File: src/rtl/exc_loop_consts.vh
`ifndef EXC_LOOP_CONSTS_VH
`define EXC_LOOP_CONSTS_VH

// address width for a 16 Mbyte space
`define ADDR_W            24
// function codes: eight address spaces
`define FC_USER_DATA      3'h1
`define FC_USER_PROG      3'h2
`define FC_SUPV_DATA      3'h5
`define FC_SUPV_PROG      3'h6
`define FC_CPU_SPACE      3'h7
// vector table
`define VBR_RESET         24'h000000
`define VEC_OFS_RESET_SSP 24'h000000
`define VEC_OFS_RESET_PC  24'h000004
`define VEC_NUM_BUSERR    8'h02
`define VEC_NUM_FORMAT    8'h0E
`define VEC_NUM_PRIV      8'h08
`define VEC_NUM_SPURIOUS  8'h18
`define VEC_NUM_AUTO_BASE 8'h18
// status register fields
`define SR_RESET          16'h2700
`define SR_TRACE_BIT      15
`define SR_SUPV_BIT       13
`define SR_MASK_HI        10
`define SR_MASK_LO        8
// stack frame
`define FRAME_FMT0        4'h0
`define FRAME_BYTES       24'h000008
`define LONG_BYTES        24'h000004
// loop mode
`define LOOP_DISP         16'hFFFC
`define LOOP_COUNT_END    16'hFFFF
// processing states
`define PST_NORMAL        2'h0
`define PST_EXCEPTION     2'h1
`define PST_HALTED        2'h2
`define PST_BACKGROUND    2'h3

`endif

File: src/rtl/cpu_exception_loop_control.v
// Functional notes
// - 24-bit address with 3-bit function code gives eight 16 Mbyte spaces.
// - page fault suspends, saves restart pc, later refetches and restarts instruction.
// - loop mode entered by decrement-branch-loop instruction with displacement -4.
// - in loop mode instruction fetches are suppressed, only data cycles run.
// - after each looped data operation check condition, decrement and test count.
// - any exception or interrupt leaves loop mode.
// - only one-word instructions without flow change are loopable.
// - vector table base points at 256 long-word vectors, 1024 bytes.
// - reset vector is two long words: supervisor stack pointer then pc.
// - vector address is vector number times four plus table base.
// - vectors fetched in supervisor data space; reset vector in supervisor program space.
// - external device may supply vector on acknowledge, else core generates it.
// - exception runs four steps: sr copy, vector, save context, load context.
// - frame holds sr, pc, vector offset and format field checked on return.
// - core is always in exactly one of four processing states.
// - second bus error during bus error processing halts the core, or enters background state when background is enabled.
// - breakpoint, background instruction or double fault enter background state.
// - supervisor flag selects privilege and user or supervisor stack pointer.
// - privileged instructions refused at user level.
// - only reset vector location fixed; table base is rewritable.
// - seven basic addressing modes are decoded.
// - indirect supports postincrement, predecrement, displacement; pc-relative supports index, displacement.
`timescale 1ns/100ps
`include "exc_loop_consts.vh"

module cpu_exception_loop_control #(
  parameter AW = `ADDR_W
) (
  input  wire          clk,
  input  wire          rstn,
  // executing instruction
  input  wire          instrDone,
  input  wire          instrIsLoopBranch,
  input  wire [15:0]   branchDisp,
  input  wire          loopCondTrue,
  input  wire [15:0]   loopCountIn,
  input  wire          prevOneWord,
  input  wire          prevNoFlowChange,
  input  wire          loopedDataDone,
  input  wire          instrPrivileged,
  input  wire          instrBgnd,
  input  wire          instrRte,
  input  wire          instrTrap,
  input  wire [7:0]    trapVector,
  input  wire [31:0]   curPc,
  input  wire [31:0]   nextPc,
  input  wire [5:0]    eaField,
  input  wire          vbrWrite,
  input  wire [AW-1:0] vbrWdata,
  input  wire          bgndEnable,
  // exception sources
  input  wire          breakpoint,
  input  wire          pageFault,
  input  wire [2:0]    irqLevel,
  input  wire          iackAutovector,
  // memory bus
  input  wire          memAck,
  input  wire          memBerr,
  input  wire [31:0]   memRdata,
  output reg           memReq_q,
  output reg  [AW-1:0] memAddr_q,
  output reg  [2:0]    memFc_q,
  output reg           memWrite_q,
  output reg  [31:0]   memWdata_q,
  // status to core
  output reg  [1:0]    procState_q,
  output reg  [15:0]   sr_q,
  output reg           stackSelSuper_q,
  output reg  [AW-1:0] vectorTableBase_q,
  output reg           pcLoad_q,
  output reg  [31:0]   pcNew_q,
  output reg           loopMode_q,
  output reg           fetchSuppress_q,
  output reg  [15:0]   loopCount_q,
  output reg           privViolation_q,
  output reg  [2:0]    eaMode_q,
  output reg  [1:0]    eaForm_q,
  output reg           eaIllegal_q
);

  localparam [3:0] ST_RST_SSP = 4'h0;
  localparam [3:0] ST_RST_PC  = 4'h1;
  localparam [3:0] ST_NORMAL  = 4'h2;
  localparam [3:0] ST_EXC_SR  = 4'h3;
  localparam [3:0] ST_EXC_VEC = 4'h4;
  localparam [3:0] ST_PUSH_LO = 4'h5;
  localparam [3:0] ST_PUSH_HI = 4'h6;
  localparam [3:0] ST_EXC_NEW = 4'h7;
  localparam [3:0] ST_RTE_HI  = 4'h8;
  localparam [3:0] ST_RTE_LO  = 4'h9;
  localparam [3:0] ST_HALT    = 4'hA;
  localparam [3:0] ST_BGND    = 4'hB;

  // addressing mode classes
  localparam [2:0] EA_REG_DIRECT  = 3'h0;
  localparam [2:0] EA_REG_IND     = 3'h1;
  localparam [2:0] EA_REG_IND_IDX = 3'h2;
  localparam [2:0] EA_PC_DISP     = 3'h3;
  localparam [2:0] EA_PC_IDX      = 3'h4;
  localparam [2:0] EA_ABSOLUTE    = 3'h5;
  localparam [2:0] EA_IMMEDIATE   = 3'h6;
  localparam [1:0] FORM_PLAIN     = 2'h0;
  localparam [1:0] FORM_POSTINC   = 2'h1;
  localparam [1:0] FORM_PREDEC    = 2'h2;
  localparam [1:0] FORM_DISP      = 2'h3;

  reg [3:0]    state_q;
  reg [15:0]   srCopy_q;
  reg [7:0]    vecNum_q;
  reg          vecExternal_q;
  reg          excIsBusErr_q;
  reg [2:0]    excIrqLevel_q;
  reg          excIsIrq_q;
  reg [31:0]   framePc_q;
  reg [AW-1:0] ssp_q;
  reg [31:0]   popHi_q;

  wire [2:0] srMask    = sr_q[`SR_MASK_HI:`SR_MASK_LO];
  wire       irqTake   = (irqLevel != 3'h0) && ((irqLevel > srMask) || (irqLevel == 3'h7));
  wire       isSuper   = sr_q[`SR_SUPV_BIT];
  wire       privFault = instrDone && instrPrivileged && !isSuper;
  wire [AW-1:0] vecAddr = vectorTableBase_q + {{(AW-10){1'b0}}, vecNum_q, 2'b00};
  wire [15:0]   fmtOfs  = {`FRAME_FMT0, 2'b00, vecNum_q, 2'b00};
  wire          busDone = memReq_q && (memAck || memBerr);

  task startBus;
    input [AW-1:0] addr;
    input [2:0]    fc;
    input          wr;
    input [31:0]   data;
    begin
      memReq_q   <= 1'b1;
      memAddr_q  <= addr;
      memFc_q    <= fc;
      memWrite_q <= wr;
      memWdata_q <= data;
    end
  endtask

  task enterException;
    input [7:0]  num;
    input        external;
    input        busErr;
    input [31:0] pc;
    begin
      state_q       <= ST_EXC_SR;
      vecNum_q      <= num;
      vecExternal_q <= external;
      excIsBusErr_q <= busErr;
      framePc_q     <= pc;
      loopMode_q    <= 1'b0;
    end
  endtask

  always @(posedge clk or negedge rstn) begin
    if (!rstn) begin
      state_q           <= ST_RST_SSP;
      memReq_q          <= 1'b1;
      memAddr_q         <= `VBR_RESET;
      memFc_q           <= `FC_SUPV_PROG;
      memWrite_q        <= 1'b0;
      memWdata_q        <= 32'h00000000;
      sr_q              <= `SR_RESET;
      srCopy_q          <= `SR_RESET;
      vectorTableBase_q <= `VBR_RESET;
      vecNum_q          <= 8'h00;
      vecExternal_q     <= 1'b0;
      excIsBusErr_q     <= 1'b0;
      excIrqLevel_q     <= 3'h0;
      excIsIrq_q        <= 1'b0;
      framePc_q         <= 32'h00000000;
      ssp_q             <= {AW{1'b0}};
      popHi_q           <= 32'h00000000;
      pcLoad_q          <= 1'b0;
      pcNew_q           <= 32'h00000000;
      loopMode_q        <= 1'b0;
      loopCount_q       <= 16'h0000;
      privViolation_q   <= 1'b0;
    end else begin
      pcLoad_q        <= 1'b0;
      privViolation_q <= 1'b0;
      if (busDone)
        memReq_q <= 1'b0;
      case (state_q)
        ST_RST_SSP: begin
          if (busDone) begin
            ssp_q <= memRdata[AW-1:0];
            // reset vector from supervisor program space
            startBus(`VBR_RESET + `VEC_OFS_RESET_PC, `FC_SUPV_PROG, 1'b0, 32'h00000000);
            state_q <= ST_RST_PC;
          end
        end
        ST_RST_PC: begin
          if (busDone) begin
            pcNew_q  <= memRdata;
            pcLoad_q <= 1'b1;
            state_q  <= ST_NORMAL;
          end
        end
        ST_NORMAL: begin
          // table base may be moved by a supervisor write in normal processing
          if (vbrWrite && isSuper)
            vectorTableBase_q <= vbrWdata;
          if (pageFault)
            enterException(`VEC_NUM_BUSERR, 1'b0, 1'b1, curPc);
          else if (bgndEnable && (breakpoint || (instrDone && instrBgnd))) begin
            state_q    <= ST_BGND;
            loopMode_q <= 1'b0;
          end else if (privFault) begin
            privViolation_q <= 1'b1;
            enterException(`VEC_NUM_PRIV, 1'b0, 1'b0, curPc);
          end else if (instrDone && instrTrap)
            enterException(trapVector, 1'b0, 1'b0, nextPc);
          else if (irqTake) begin
            excIsIrq_q    <= 1'b1;
            excIrqLevel_q <= irqLevel;
            enterException(`VEC_NUM_AUTO_BASE + {5'h00, irqLevel}, !iackAutovector, 1'b0, nextPc);
          end else if (instrDone && instrRte && isSuper) begin
            startBus(ssp_q, `FC_SUPV_DATA, 1'b0, 32'h00000000);
            state_q <= ST_RTE_HI;
          end else if (instrDone && instrIsLoopBranch && !loopMode_q) begin
            // looped instruction must be one word, no flow change
            if (branchDisp == `LOOP_DISP && prevOneWord && prevNoFlowChange && !loopCondTrue
                && loopCountIn != 16'h0000) begin
              loopMode_q  <= 1'b1;
              loopCount_q <= loopCountIn - 16'h0001;
            end
          end else if (loopMode_q && loopedDataDone) begin
            // condition then count after each pass
            if (loopCondTrue)
              loopMode_q <= 1'b0;
            else begin
              loopCount_q <= loopCount_q - 16'h0001;
              if (loopCount_q - 16'h0001 == `LOOP_COUNT_END)
                loopMode_q <= 1'b0;
            end
          end
        end
        ST_EXC_SR: begin
          srCopy_q                 <= sr_q;
          sr_q[`SR_SUPV_BIT]       <= 1'b1;
          sr_q[`SR_TRACE_BIT]      <= 1'b0;
          if (excIsIrq_q)
            sr_q[`SR_MASK_HI:`SR_MASK_LO] <= excIrqLevel_q;
          if (vecExternal_q)
            startBus({{(AW-4){1'b1}}, excIrqLevel_q, 1'b1}, `FC_CPU_SPACE, 1'b0, 32'h00000000);
          state_q <= ST_EXC_VEC;
        end
        ST_EXC_VEC: begin
          if (!vecExternal_q || busDone) begin
            if (vecExternal_q)
              vecNum_q <= memBerr ? `VEC_NUM_SPURIOUS : memRdata[7:0];
            excIsIrq_q <= 1'b0;
            state_q    <= ST_PUSH_LO;
          end
        end
        ST_PUSH_LO: begin
          if (!memReq_q && !busDone) begin
            startBus(ssp_q - `LONG_BYTES, `FC_SUPV_DATA, 1'b1, {framePc_q[15:0], fmtOfs});
          end else if (busDone) begin
            if (memBerr && excIsBusErr_q)
              state_q <= bgndEnable ? ST_BGND : ST_HALT;
            else if (memBerr)
              enterException(`VEC_NUM_BUSERR, 1'b0, 1'b1, framePc_q);
            else
              state_q <= ST_PUSH_HI;
          end
        end
        ST_PUSH_HI: begin
          if (!memReq_q && !busDone) begin
            startBus(ssp_q - `FRAME_BYTES, `FC_SUPV_DATA, 1'b1, {srCopy_q, framePc_q[31:16]});
          end else if (busDone) begin
            if (memBerr && excIsBusErr_q)
              state_q <= bgndEnable ? ST_BGND : ST_HALT;
            else if (memBerr)
              enterException(`VEC_NUM_BUSERR, 1'b0, 1'b1, framePc_q);
            else begin
              ssp_q   <= ssp_q - `FRAME_BYTES;
              state_q <= ST_EXC_NEW;
            end
          end
        end
        // step four: fetch handler address and resume
        ST_EXC_NEW: begin
          if (!memReq_q && !busDone) begin
            startBus(vecAddr, `FC_SUPV_DATA, 1'b0, 32'h00000000);
          end else if (busDone) begin
            if (memBerr && excIsBusErr_q)
              state_q <= bgndEnable ? ST_BGND : ST_HALT;
            else if (memBerr)
              enterException(`VEC_NUM_BUSERR, 1'b0, 1'b1, framePc_q);
            else begin
              pcNew_q  <= memRdata;
              pcLoad_q <= 1'b1;
              state_q  <= ST_NORMAL;
            end
          end
        end
        ST_RTE_HI: begin
          if (busDone) begin
            popHi_q <= memRdata;
            if (memBerr)
              enterException(`VEC_NUM_BUSERR, 1'b0, 1'b1, curPc);
            else begin
              startBus(ssp_q + `LONG_BYTES, `FC_SUPV_DATA, 1'b0, 32'h00000000);
              state_q <= ST_RTE_LO;
            end
          end
        end
        ST_RTE_LO: begin
          if (busDone) begin
            if (memBerr)
              enterException(`VEC_NUM_BUSERR, 1'b0, 1'b1, curPc);
            else if (memRdata[15:12] != `FRAME_FMT0)
              enterException(`VEC_NUM_FORMAT, 1'b0, 1'b0, curPc);
            else begin
              // restored pc refetches a faulted instruction, or resumes after a trap or interrupt
              sr_q     <= popHi_q[31:16];
              pcNew_q  <= {popHi_q[15:0], memRdata[31:16]};
              pcLoad_q <= 1'b1;
              ssp_q    <= ssp_q + `FRAME_BYTES;
              state_q  <= ST_NORMAL;
            end
          end
        end
        ST_HALT: begin
          state_q <= ST_HALT;
        end
        ST_BGND: begin
          // dropped enable leaves background
          if (!bgndEnable)
            state_q <= ST_NORMAL;
        end
        default: begin
          state_q <= ST_HALT;
        end
      endcase
    end
  end

  always @(posedge clk or negedge rstn) begin
    if (!rstn) begin
      procState_q     <= `PST_EXCEPTION;
      stackSelSuper_q <= 1'b1;
      fetchSuppress_q <= 1'b0;
    end else begin
      case (state_q)
        ST_NORMAL, ST_RTE_HI, ST_RTE_LO: procState_q <= `PST_NORMAL;
        ST_HALT:                         procState_q <= `PST_HALTED;
        ST_BGND:                         procState_q <= `PST_BACKGROUND;
        default:                         procState_q <= `PST_EXCEPTION;
      endcase
      stackSelSuper_q <= sr_q[`SR_SUPV_BIT];
      fetchSuppress_q <= loopMode_q && (state_q == ST_NORMAL);
    end
  end

  always @(posedge clk or negedge rstn) begin
    if (!rstn) begin
      eaMode_q    <= EA_REG_DIRECT;
      eaForm_q    <= FORM_PLAIN;
      eaIllegal_q <= 1'b0;
    end else begin
      eaForm_q    <= FORM_PLAIN;
      eaIllegal_q <= 1'b0;
      case (eaField[5:3])
        3'h0, 3'h1: eaMode_q <= EA_REG_DIRECT;
        3'h2:       eaMode_q <= EA_REG_IND;
        3'h3:       {eaMode_q, eaForm_q} <= {EA_REG_IND, FORM_POSTINC};
        3'h4:       {eaMode_q, eaForm_q} <= {EA_REG_IND, FORM_PREDEC};
        3'h5:       {eaMode_q, eaForm_q} <= {EA_REG_IND, FORM_DISP};
        3'h6:       eaMode_q <= EA_REG_IND_IDX;
        default: begin
          case (eaField[2:0])
            3'h0, 3'h1: eaMode_q <= EA_ABSOLUTE;
            3'h2:       {eaMode_q, eaForm_q} <= {EA_PC_DISP, FORM_DISP};
            3'h3:       eaMode_q <= EA_PC_IDX;
            3'h4:       eaMode_q <= EA_IMMEDIATE;
            default:    {eaMode_q, eaIllegal_q} <= {EA_REG_DIRECT, 1'b1};
          endcase
        end
      endcase
    end
  end

endmodule // cpu_exception_loop_control

File: config.mk
export PLATFORM = sky130hd
export DESIGN_NAME = cpu_exception_loop_control
export DESIGN_NICKNAME = d
export VERILOG_FILES = /design/src/rtl/cpu_exception_loop_control.v
export VERILOG_INCLUDE_DIRS = /design/src /design/src/rtl
export SDC_FILE = /design/constraint.sdc
export NUM_CORES = 1
export LEC_CHECK = 0
export ABC_CLOCK_PERIOD_IN_PS = 4100
export BUFFER_PORTS_ARGS = -buffer_cell sky130_fd_sc_hd__buf_4
export CAP_MARGIN = 10
export CELL_PAD_IN_SITES_DETAIL_PLACEMENT = 0
export CELL_PAD_IN_SITES_GLOBAL_PLACEMENT = 2
export CORE_MARGIN = 10
export CORE_UTILIZATION = 34
export CTS_BUF_LIST = sky130_fd_sc_hd__clkbuf_4 sky130_fd_sc_hd__clkbuf_8
export DETAILED_ROUTE_END_ITERATION = 16
export GPL_TIMING_DRIVEN = 0
export PLACE_DENSITY = 0.81
export SLEW_MARGIN = 20
export SYNTH_ARGS = -nofsm -noshare
export SYNTH_HDL_FRONTEND = slang
export SYNTH_SLANG_ARGS = --single-unit
export TNS_END_PERCENT = 100
File: constraint.sdc
create_clock -name clk -period 4.1 [get_ports clk]
set_input_delay 0.615 -clock clk [delete_from_list [all_inputs] [get_ports clk]]
set_output_delay 0.615 -clock clk [all_outputs]
set_load 0.05 [all_outputs]
# [After elaboration in Yosys (flattened, before gate mapping)]
# Cells that the tools add are included.
[totals] register_bits=284 latch_bits=0 ramBits=0 mem_bits_ro=0 inputBits=188 out_inout_bits=162 mem_count=0
[op_classes] n_addsub=8 n_mul=0 div=0 magnitude_cmp=1 eq_ne=72 shift=0 n_mux=223 bitwise_logic=8 reduce_logical=75
[ops] op="2-to-1 mux 32 bit" count=31
[ops] op="2-to-1 mux 24 bit" count=21
[ops] op="case mux 32 bit (7 select lines)" count=1
[ops] op="case mux 32 bit (3 select lines)" count=2
[ops] op="case mux 24 bit (7 select lines)" count=1
[ops] op="2-to-1 mux 8 bit" count=16
[ops] op="2-to-1 mux 16 bit" count=7
[ops] op="2-to-1 mux 4 bit" count=23
[ops] op="2-to-1 mux 1 bit" count=88
[ops] op="case mux 24 bit (3 select lines)" count=1
[ops] op="!= test 2 bit, second input constant" count=35
[ops] op="case mux 4 bit (11 select lines)" count=1
[ops] op="2-to-1 mux 3 bit" count=14
[ops] op="case mux 8 bit (5 select lines)" count=1
[ops] op="equality test 16 bit, second input constant" count=2
[ops] op="subtractor 16 x 1 -> 16 bit, second input constant" count=2
[ops] op="AND reduction 9 bit" count=3
[ops] op="AND reduction 13 bit" count=2
[ops] op="adder 24 x 10 -> 24 bit" count=1
[ops] op="adder 24 x 3 -> 24 bit, second input constant" count=1
[ops] op="adder 24 x 4 -> 24 bit, second input constant" count=1
[ops] op="subtractor 24 x 3 -> 24 bit, second input constant" count=1
[ops] op="subtractor 24 x 4 -> 24 bit, second input constant" count=1
[ops] op="AND reduction 11 bit" count=2
[ops] op="53 further kinds" count=129

# [Logic depth before layout (Yosys ltp)]
# Gate-level depths: netlist (run 1).
[depth] ltp_word=14 ltp_mapped=13 depth_no_buf=12

# [Least setup slack after synthesis (run 1)]
# OpenSTA, ideal clock, no wires.
[synth_path] path_type="flip-flop to flip-flop" startpoint="reg state_q[1]" endpoint="reg memAddr_q[14]" setup_ns=0.140 t_arrival_ns=3.309 required_ns=3.960 slack_ns=0.651 path_stages_with_launch=13 path_cell_list="dfrtp_1 clkbuf_1 nor2_1 nand2_1 ha_1 nor2b_1 o31a_1 o21a_1 o31a_1 o21a_1 or3_1 a31oi_1 a31oi_1"
[synth_via] elab_chain_cells=3
[synth_lines] element="start, declared" line="cpu_exception_loop_control.v:108" rtl="reg [3:0] state_q;"
[synth_lines] element="start signal, assigned" line="cpu_exception_loop_control.v:263" rtl="state_q <= bgndEnable ? ST_BGND : ST_HALT;"
[synth_lines] element="start signal, assigned" line="cpu_exception_loop_control.v:275" rtl="state_q <= bgndEnable ? ST_BGND : ST_HALT;"
[synth_lines] element="start signal, assigned" line="cpu_exception_loop_control.v:290" rtl="state_q <= bgndEnable ? ST_BGND : ST_HALT;"
[synth_lines] element="equality test 4 x 2 -> 1 bit, or another cell as far along" line="cpu_exception_loop_control.v:185" rtl="case (state_q)"
[synth_lines] element="nonzero test 7 bit (no source line) / != test 2 bit (equally long branches)"
[synth_lines] element="AND reduction 14 bit (no source line)"
[synth_lines] element="end signal, assigned" line="cpu_exception_loop_control.v:160" rtl="memAddr_q <= `VBR_RESET;"
[synth_lines] element="end, declared" line="cpu_exception_loop_control.v:62" rtl="output reg [AW-1:0] memAddr_q,"
# Several ways; a longest one is shown, not always the timed one.
# A chain may end at the register's enable or synchronous reset.

# [Worst setup path after layout (run 1)]
[layout_path] startpoint="reg sr_q[9]" endpoint="reg memAddr_q[12]"
[layout_via] elab_chain_cells=5
[layout_lines] element="start, declared" line="cpu_exception_loop_control.v:68" rtl="output reg [15:0] sr_q,"
[layout_lines] element="start signal, assigned" line="cpu_exception_loop_control.v:164" rtl="sr_q <= `SR_RESET;"
[layout_lines] element="start signal, assigned by index" line="cpu_exception_loop_control.v:245" rtl="sr_q[`SR_MASK_HI:`SR_MASK_LO] <= excIrqLevel_q;"
[layout_lines] element="start signal, assigned" line="cpu_exception_loop_control.v:319" rtl="sr_q <= popHi_q[31:16];"
[layout_lines] element="> comparator 3 bit" line="cpu_exception_loop_control.v:120" rtl="wire irqTake = (irqLevel != 3'h0) && ((irqLevel > srMask) || (irqLevel == 3'h7));"
[layout_lines] element="logical OR 1 bit" line="cpu_exception_loop_control.v:120"
[layout_lines] element="logical AND 1 bit" line="cpu_exception_loop_control.v:120"
[layout_lines] element="!= test 2 bit (no source line)"
[layout_lines] element="AND reduction 14 bit (no source line)"
# No other way between the ends.

==> results of run 1 <==
cell type report:
type	instances	area [um^2]
multi-input cells	1400	8520
inverters	38	143
flip-flops and latches	283	7100
plain buffers	111	434
fillers	4706	25900
well taps	607	759
clock buffers	86	1050
repair buffers	351	2710
clock inverters	13	175
cells in the final DEF (no fill, tap or decap), types with 11 or more instances in the layout:
cell type,netlist,layout
or3_1,15,15
xor2_1,25,25
a21o_1,11,11
nor3_1,43,41
dfrtp_1,271,271
xnor2_1,28,28
a211oi_1,11,11
inv_1,37,37
clkbuf_1,88,86
buf_1,19,18
a21oi_1,167,167
a22oi_1,33,33
clkbuf_4,0,21
ha_1,38,38
and3_1,23,23
and2_1,12,12
clkbuf_8,0,65
nand2_1,210,209
nand3_1,49,49
mux2i_1,39,39
mux2_2,75,75
o21ai_0,120,120
o22ai_1,16,16
nor2b_1,17,16
a31oi_1,51,51
nand4_1,11,11
nor2_1,238,236
a221oi_1,16,16
dfstp_2,12,12
buf_4,1,347
final timing paths:
kind	start	end	slack, ns	cells after the start
setup / recovery	sr_q[9]	memAddr_q[12]	0.19	11
hold / removal	instrTrap	memReq_q	0.17	2
setup reg to reg	sr_q[9]	memAddr_q[12]	0.19	11
hold reg to reg	srCopy_q[13]	srCopy_q[13]	0.47	2
max in group asynchronous	rstn	pcNew_q[9]	2.32	4
min in group asynchronous	rstn	vectorTableBase_q[14]	0.48	2
metal layers:
metal	up-vias	GRT usage, %
li1	7422	-
met1	7875	30.2
met2	531	39.2
met3	110	4.75
met4	2	8.31
met5	-	0
cells in the mapped netlist, types with 19 or more instances:
cell type and instances:
xor2_1 25, inv_1 37, dfrtp_1 271, buf_1 19, nand2_1 210, mux2_2 75
a21oi_1 167, nor2_1 238, xnor2_1 28, and3_1 23, nand3_1 49, clkbuf_1 88
ha_1 38, a22oi_1 33, mux2i_1 39, a31oi_1 51, nor3_1 43, o21ai_0 120
stage by stage:
step | setup slack [ns] | hold WS (ns)
global placement | -0.667 | 0.457
CTS | 0.126 | 0.129
detailed placement | -0.642 | 0.456
floorplan | 0.651 | 0.319
finish | 0.191 | 0.171
global route | 0.0125 | 0.159
worst reg2reg max path: cells and delay by family (launching register included):
kind                       cells  cell delay [ns]
buffers and inverters          4             1.32
AOI/OAI and AO/OA              5             1.55
DFF                            1             0.53
adders and majority gates      1             0.34
and+or+nand+nor                1             0.11
report_power, final:
part	total, W	internal, W	switching (W)
combinational	0.0102	0.00328	0.00689
clock	0.00321	0.00188	0.00133
sequential	0.00501	0.00401	0.000997
total	0.0184	0.00917	0.00921
logic make-up (layout without fill, tap and decap cells):
| kind of cell | Yosys count | in the layout | share of synthesized area, % |
|---|---|---|---|
| AND/OR/NAND/NOR | 675 | 675 | 19.0 |
| buffers and inverters | 149 | 599 | 3.55 |
| flip-flops | 283 | 283 | 43.9 |
| adder cells (fa/ha/maj) | 40 | 40 | 3.19 |
| XOR/XNOR | 53 | 53 | 2.87 |
| multiplexers | 114 | 114 | 7.64 |
| AO/OA/AOI/OAI | 517 | 517 | 19.8 |
| other | 1 | 1 | 0.0232 |
registers in the layout (all words and copies together), names as in the netlist, 2 cells and up:
signal / flops
framePc_q: 32
memWdata_q: 32
pcNew_q: 32
popHi_q: 32
memAddr_q: 24
ssp_q: 24
vectorTableBase_q: 24
loopCount_q: 16
srCopy_q: 16
sr_q: 16
vecNum_q: 8
state_q: 4
eaMode_q: 3
excIrqLevel_q: 3
eaForm_q: 2
memFc_q: 2
procState_q: 2
what timing repair did:
| action | 4_1_cts | 5_1_grt |
|---|---|---|
| hold endpoints to repair | 49 | 0 |
| setup endpoints to repair | 53 | 32 |
| gates resized for setup | 6 | 5 |
| hold buffers | 1 | 0 |
==> flow_metrics.env, run 1 <==
export IMPL_die_y_um=238
export IMPL_dr_wl_met2_mm=32.9
export IMPL_critical_path_max_stage_delay_ns=0.60
export IMPL_synthTopCellsByArea="dfrtp_1 (42%), nor2_1 (5.5%), mux2_2 (5.2%)"
export IMPL_antenna_left=0
export IMPL_cts_root_buf="clkbuf_8"
export IMPL_end_kind="register"
export IMPL_antenna_found_initial=1
export IMPL_layout_drive_gt1_share_pct=25.0
export IMPL_dp_cells=2789
export IMPL_criticalPathCategory="register to register"
export IMPL_grt_usage_pct=23.7
export IMPL_syn_area_um2=16200
export IMPL_worstMarginPinSlew_ns=1.18
export IMPL_grt_pass1_wl_mm=103
export IMPL_max_slew_margin_pct=20.7
export IMPL_timing_final_max_slew_violations=0
export IMPL_post_cts_buffers=0
export IMPL_gp_congestion=0.902
export IMPL_clock_skew_ns=0.0353
export IMPL_fin_util_pct=44.7
export IMPL_vias_per_cell=5.52
export IMPL_synth_seq_cells=283
export IMPL_drt_total_wl_mm=69.4
export IMPL_wl_met3_mm=4.28
export IMPL_cp_max_fo=10
export IMPL_synth_top_area_cell="dfrtp_1"
export IMPL_synth_top_cell_area_share_pct=42.0
export IMPL_io_pins=350
export IMPL_synth_cell_types=80
export IMPL_power_w=0.0184
export IMPL_cts_buffers=53
export IMPL_cap_violations=0
export IMPL_hold_path_class="input port to register"
export IMPL_status="finished clean"
export IMPL_tritoncts="yes"
export IMPL_rsz0062_at_grt="no"
export IMPL_synth_cells=1832
export IMPL_instances_no_fill=2889
export IMPL_avgSynthCellArea_um2=8.82
export IMPL_htreeDepth=2
export IMPL_synth_edf_count=0
export IMPL_finalHoldViolCount=0
export IMPL_crit_path_start_kind="register"
export IMPL_power_density_nw_per_um2=880
export IMPL_std_cell_rows=79
export IMPL_place_area_um2=19600
export IMPL_crit_buf_inv=4
export IMPL_die_w_um=238
export IMPL_cts_sinks=283
export IMPL_dp_hpwl_mm=53.3
export IMPL_yosys_warnings=0
export IMPL_critPathRequiredTime_ns=4.68
export IMPL_n_antenna_cell=0
export IMPL_fmax_mhz=256
export IMPL_grt_pass1_vias=16200
export IMPL_ys_async_sr_fraction_pct=100
export IMPL_arrival_ns=4.48
export IMPL_core_area_um2=46800
export IMPL_insertion_delay_ns=0.67
export IMPL_ys_seq_area_share_pct=43.9
export IMPL_nets=2466
export IMPL_wl_met1_mm=30.0
export IMPL_areaGrowthSynthToFinish_pct=29.3
export IMPL_ctsLongestPathBuffers=3
export IMPL_fin_setup_tns_ns=0
export IMPL_ir_drop_uv=333
export IMPL_grt_start_max_net_pins=97
export IMPL_clkTransAtPathRegs_ns=0.06
export IMPL_fin_area_um2=20900
export IMPL_fin_crit_sh_pct=95.4
export IMPL_path_delay_family="compound AO/OA/AOI/OAI gates"
export IMPL_io_buffer_count=346
export IMPL_path_cells="inv_1 -> ha_1 -> a211o_1 -> a22oi_1 -> o21ai_0 -> o32ai_2 -> clkbuf_2 -> buf_2 -> buf_1 -> nor2_1 -> a21oi_1"
export IMPL_synthFlopType="dfrtp_1"
export IMPL_drt_pass1_iterations=5
export IMPL_vias=15900
export IMPL_grt_overflow_total=0
export IMPL_slowest_stage="o32ai_2"
export IMPL_setup_viol_count_final=0
export IMPL_first_iter_violations=1195
export IMPL_syn_num_nets=2060
export IMPL_top_layer="met5"
export IMPL_die_area_um2=56600
export IMPL_period_needed_ns=3.91
export IMPL_floorplan_initialDensity_pct=34.6
export IMPL_routedWlPerCell_um=24.0
export IMPL_drc_errors=0
export IMPL_p_leak_nw=9.39
Note: power is estimated with default switching activity, not from simulation.
==> inputs of run 2 (changes only) <==
--- a/config.mk
+++ b/config.mk
@@ -7,7 +7,7 @@
 export NUM_CORES = 1
 export LEC_CHECK = 0
 export ABC_CLOCK_PERIOD_IN_PS = 4100
-export BUFFER_PORTS_ARGS = -buffer_cell sky130_fd_sc_hd__buf_4
+export BUFFER_PORTS_ARGS = -buffer_cell sky130_fd_sc_hd__buf_2
 export CAP_MARGIN = 10
 export CELL_PAD_IN_SITES_DETAIL_PLACEMENT = 0
 export CELL_PAD_IN_SITES_GLOBAL_PLACEMENT = 2
==> flow_metrics.env, run 2 (synthesis gave the netlist of run 1 again) <==
export IMPL_status="finished clean"
export IMPL_finalHoldViolCount=0
export IMPL_timing_final_max_slew_violations=0
export IMPL_first_iter_violations=1225
export IMPL_antenna_found_initial=5
export IMPL_ctsLongestPathBuffers=3
export IMPL_ir_drop_uv=388
export IMPL_critPathRequiredTime_ns=4.60
export IMPL_slowest_stage="nor2_1"
export IMPL_power_w=0.0177
export IMPL_routedWlPerCell_um=23.6
export IMPL_period_needed_ns=3.92
export IMPL_min_to="vectorTableBase_q[0]"
export IMPL_hold_path_class="input port to register"
export IMPL_grt_pass1_vias=16100
export IMPL_crit_path_start_kind="register"
export IMPL_grt_overflow_total=0
export IMPL_antenna_left=0
export IMPL_criticalPathCategory="register to register"
export IMPL_grt_usage_pct=23.2
export IMPL_rsz0062_at_grt="no"
export IMPL_drt_total_wl_mm=68.2
export IMPL_max_slew_margin_pct=26.0
export IMPL_drt_pass1_iterations=5
export IMPL_drc_errors=0
export IMPL_grt_start_max_net_pins=90
export IMPL_reg2reg_to="memAddr_q[1]"
export IMPL_fin_setup_tns_ns=0
export IMPL_power_density_nw_per_um2=887
export IMPL_tritoncts="yes"
export IMPL_path_depth=9
export IMPL_dp_hpwl_mm=52.5
export IMPL_setup_viol_count_final=0
export IMPL_vias=15900
export IMPL_cp_max_fo=10
export IMPL_path_cells="clkbuf_1 -> nor2_1 -> nand2_1 -> nor2_1 -> nor2_1 -> clkbuf_1 -> nand2_1 -> a222oi_1 -> a21oi_1"
export IMPL_crit_buf_inv=2
export IMPL_grtUsageMet2_pct=38.3
export IMPL_worstMarginPinSlew_ns=1.10
export IMPL_path_delay_family="simple AND/OR/NAND/NOR gates"
export IMPL_fin_crit_sh_pct=95.6
export IMPL_fmax_mhz=255
export IMPL_grt_busiest_layer="met2"
export IMPL_std_cell_rows=79
export IMPL_cts_sinks=283
export IMPL_floorplan_initialDensity_pct=34.6
export IMPL_vias_per_cell=5.51
export IMPL_core_area_um2=46800
export IMPL_critical_path_max_stage_delay_ns=0.71
export IMPL_post_cts_buffers=0
export IMPL_holdWs_ns=0.195
export IMPL_layout_common_cells="buf_2 (348), dfrtp_1 (271), nor2_1 (237)"
export IMPL_grt_pass1_wl_mm=101
export IMPL_hold_depth=2
export IMPL_die_w_um=238
export IMPL_clock_skew_ns=0.0289
export IMPL_io_pins=350
export IMPL_setup_slack_ns=0.179
export IMPL_ff2ff_setup_slack_ns=0.18
export IMPL_layout_commonest_cell="buf_2"
export IMPL_cp_common_cell="nor2_1"
export IMPL_critical_path_reg2reg_startpoint="state_q[3]"
export IMPL_arrival_ns=4.42
export IMPL_cts_root_buf="clkbuf_8"
export IMPL_cap_violations=0
export IMPL_reg2regPathDepth=9
export IMPL_end_kind="register"
export IMPL_p_leak_nw=9.09
export IMPL_place_ws_ns=-0.587
export IMPL_nets=2466
export IMPL_areaGrowthSynthToFinish_pct=23.4
export IMPL_insertion_delay_ns=0.65
export IMPL_die_y_um=238
export IMPL_layout_drive_gt1_share_pct=24.8
export IMPL_gp_congestion=0.906
export IMPL_die_area_um2=56600
export IMPL_use_met3_pct=4.97
export IMPL_grtUsageMet1_pct=29.7
export IMPL_io_buffer_count=346
export IMPL_holdCritStartpoint="vbrWdata[0]"
export IMPL_fin_util_pct=42.6
export IMPL_cts_buffers=53
export IMPL_htreeDepth=2
export IMPL_clkTransAtPathRegs_ns=0.06
[run 2: layout make-up]
class	instances	area, um^2
Clock buffer	90	1090
Sequential cell	283	7100
Antenna cell	2	5.00
Inverter	38	143
Multi-Input combinational cell	1400	8510
Tap cell	607	759
Timing Repair Buffer	351	1850
Clock inverter	6	40.0
Fill cell	4745	26800
Buffer	111	434
[run 2: timing repair]
item                       CTS  global route
setup endpoints to repair   50            26
hold buffers                 1             0
gates resized for setup      6             3
hold endpoints to repair    48             0
[run 2: power by group]
| group | internal (W) | leakage, nW | total (W) | switching, W |
|---|---|---|---|---|
| Combinational | 0.00287 | 4.98 | 0.00972 | 0.00685 |
| Clock | 0.00167 | 0.614 | 0.00297 | 0.00129 |
| Sequential | 0.00401 | 3.50 | 0.00500 | 0.000989 |
| Total | 0.00856 | 9.09 | 0.0177 | 0.00913 |
[run 2: stage by stage]
stage	cells	cell area (um^2)
after global placement	2785	18600
after floorplan	1832	16200
after detailed placement	2789	18800
after global routing	2888	19900
final	2888	19900
after CTS	2886	19900
[run 2: worst max path at each step]
stage / startpoint / end / slack, ns
finish: state_q[3] / memAddr_q[1] / 0.18
global route: sr_q[9] / memAddr_q[1] / 0.01
CTS: sr_q[9] / memAddr_q[1] / 0.08
detailed placement: state_q[1] / memAddr_q[11] / -0.59
global placement: rstn / pcLoad_q / -3.21
floorplan: state_q[1] / memAddr_q[14] / 0.65
[run 2: metal layers]
metal	share of wire, %	vias up
met5	0.038	-
met4	2.7	4
met3	7.1	94
met2	47	555
met1	43	7815
li1	-	7443
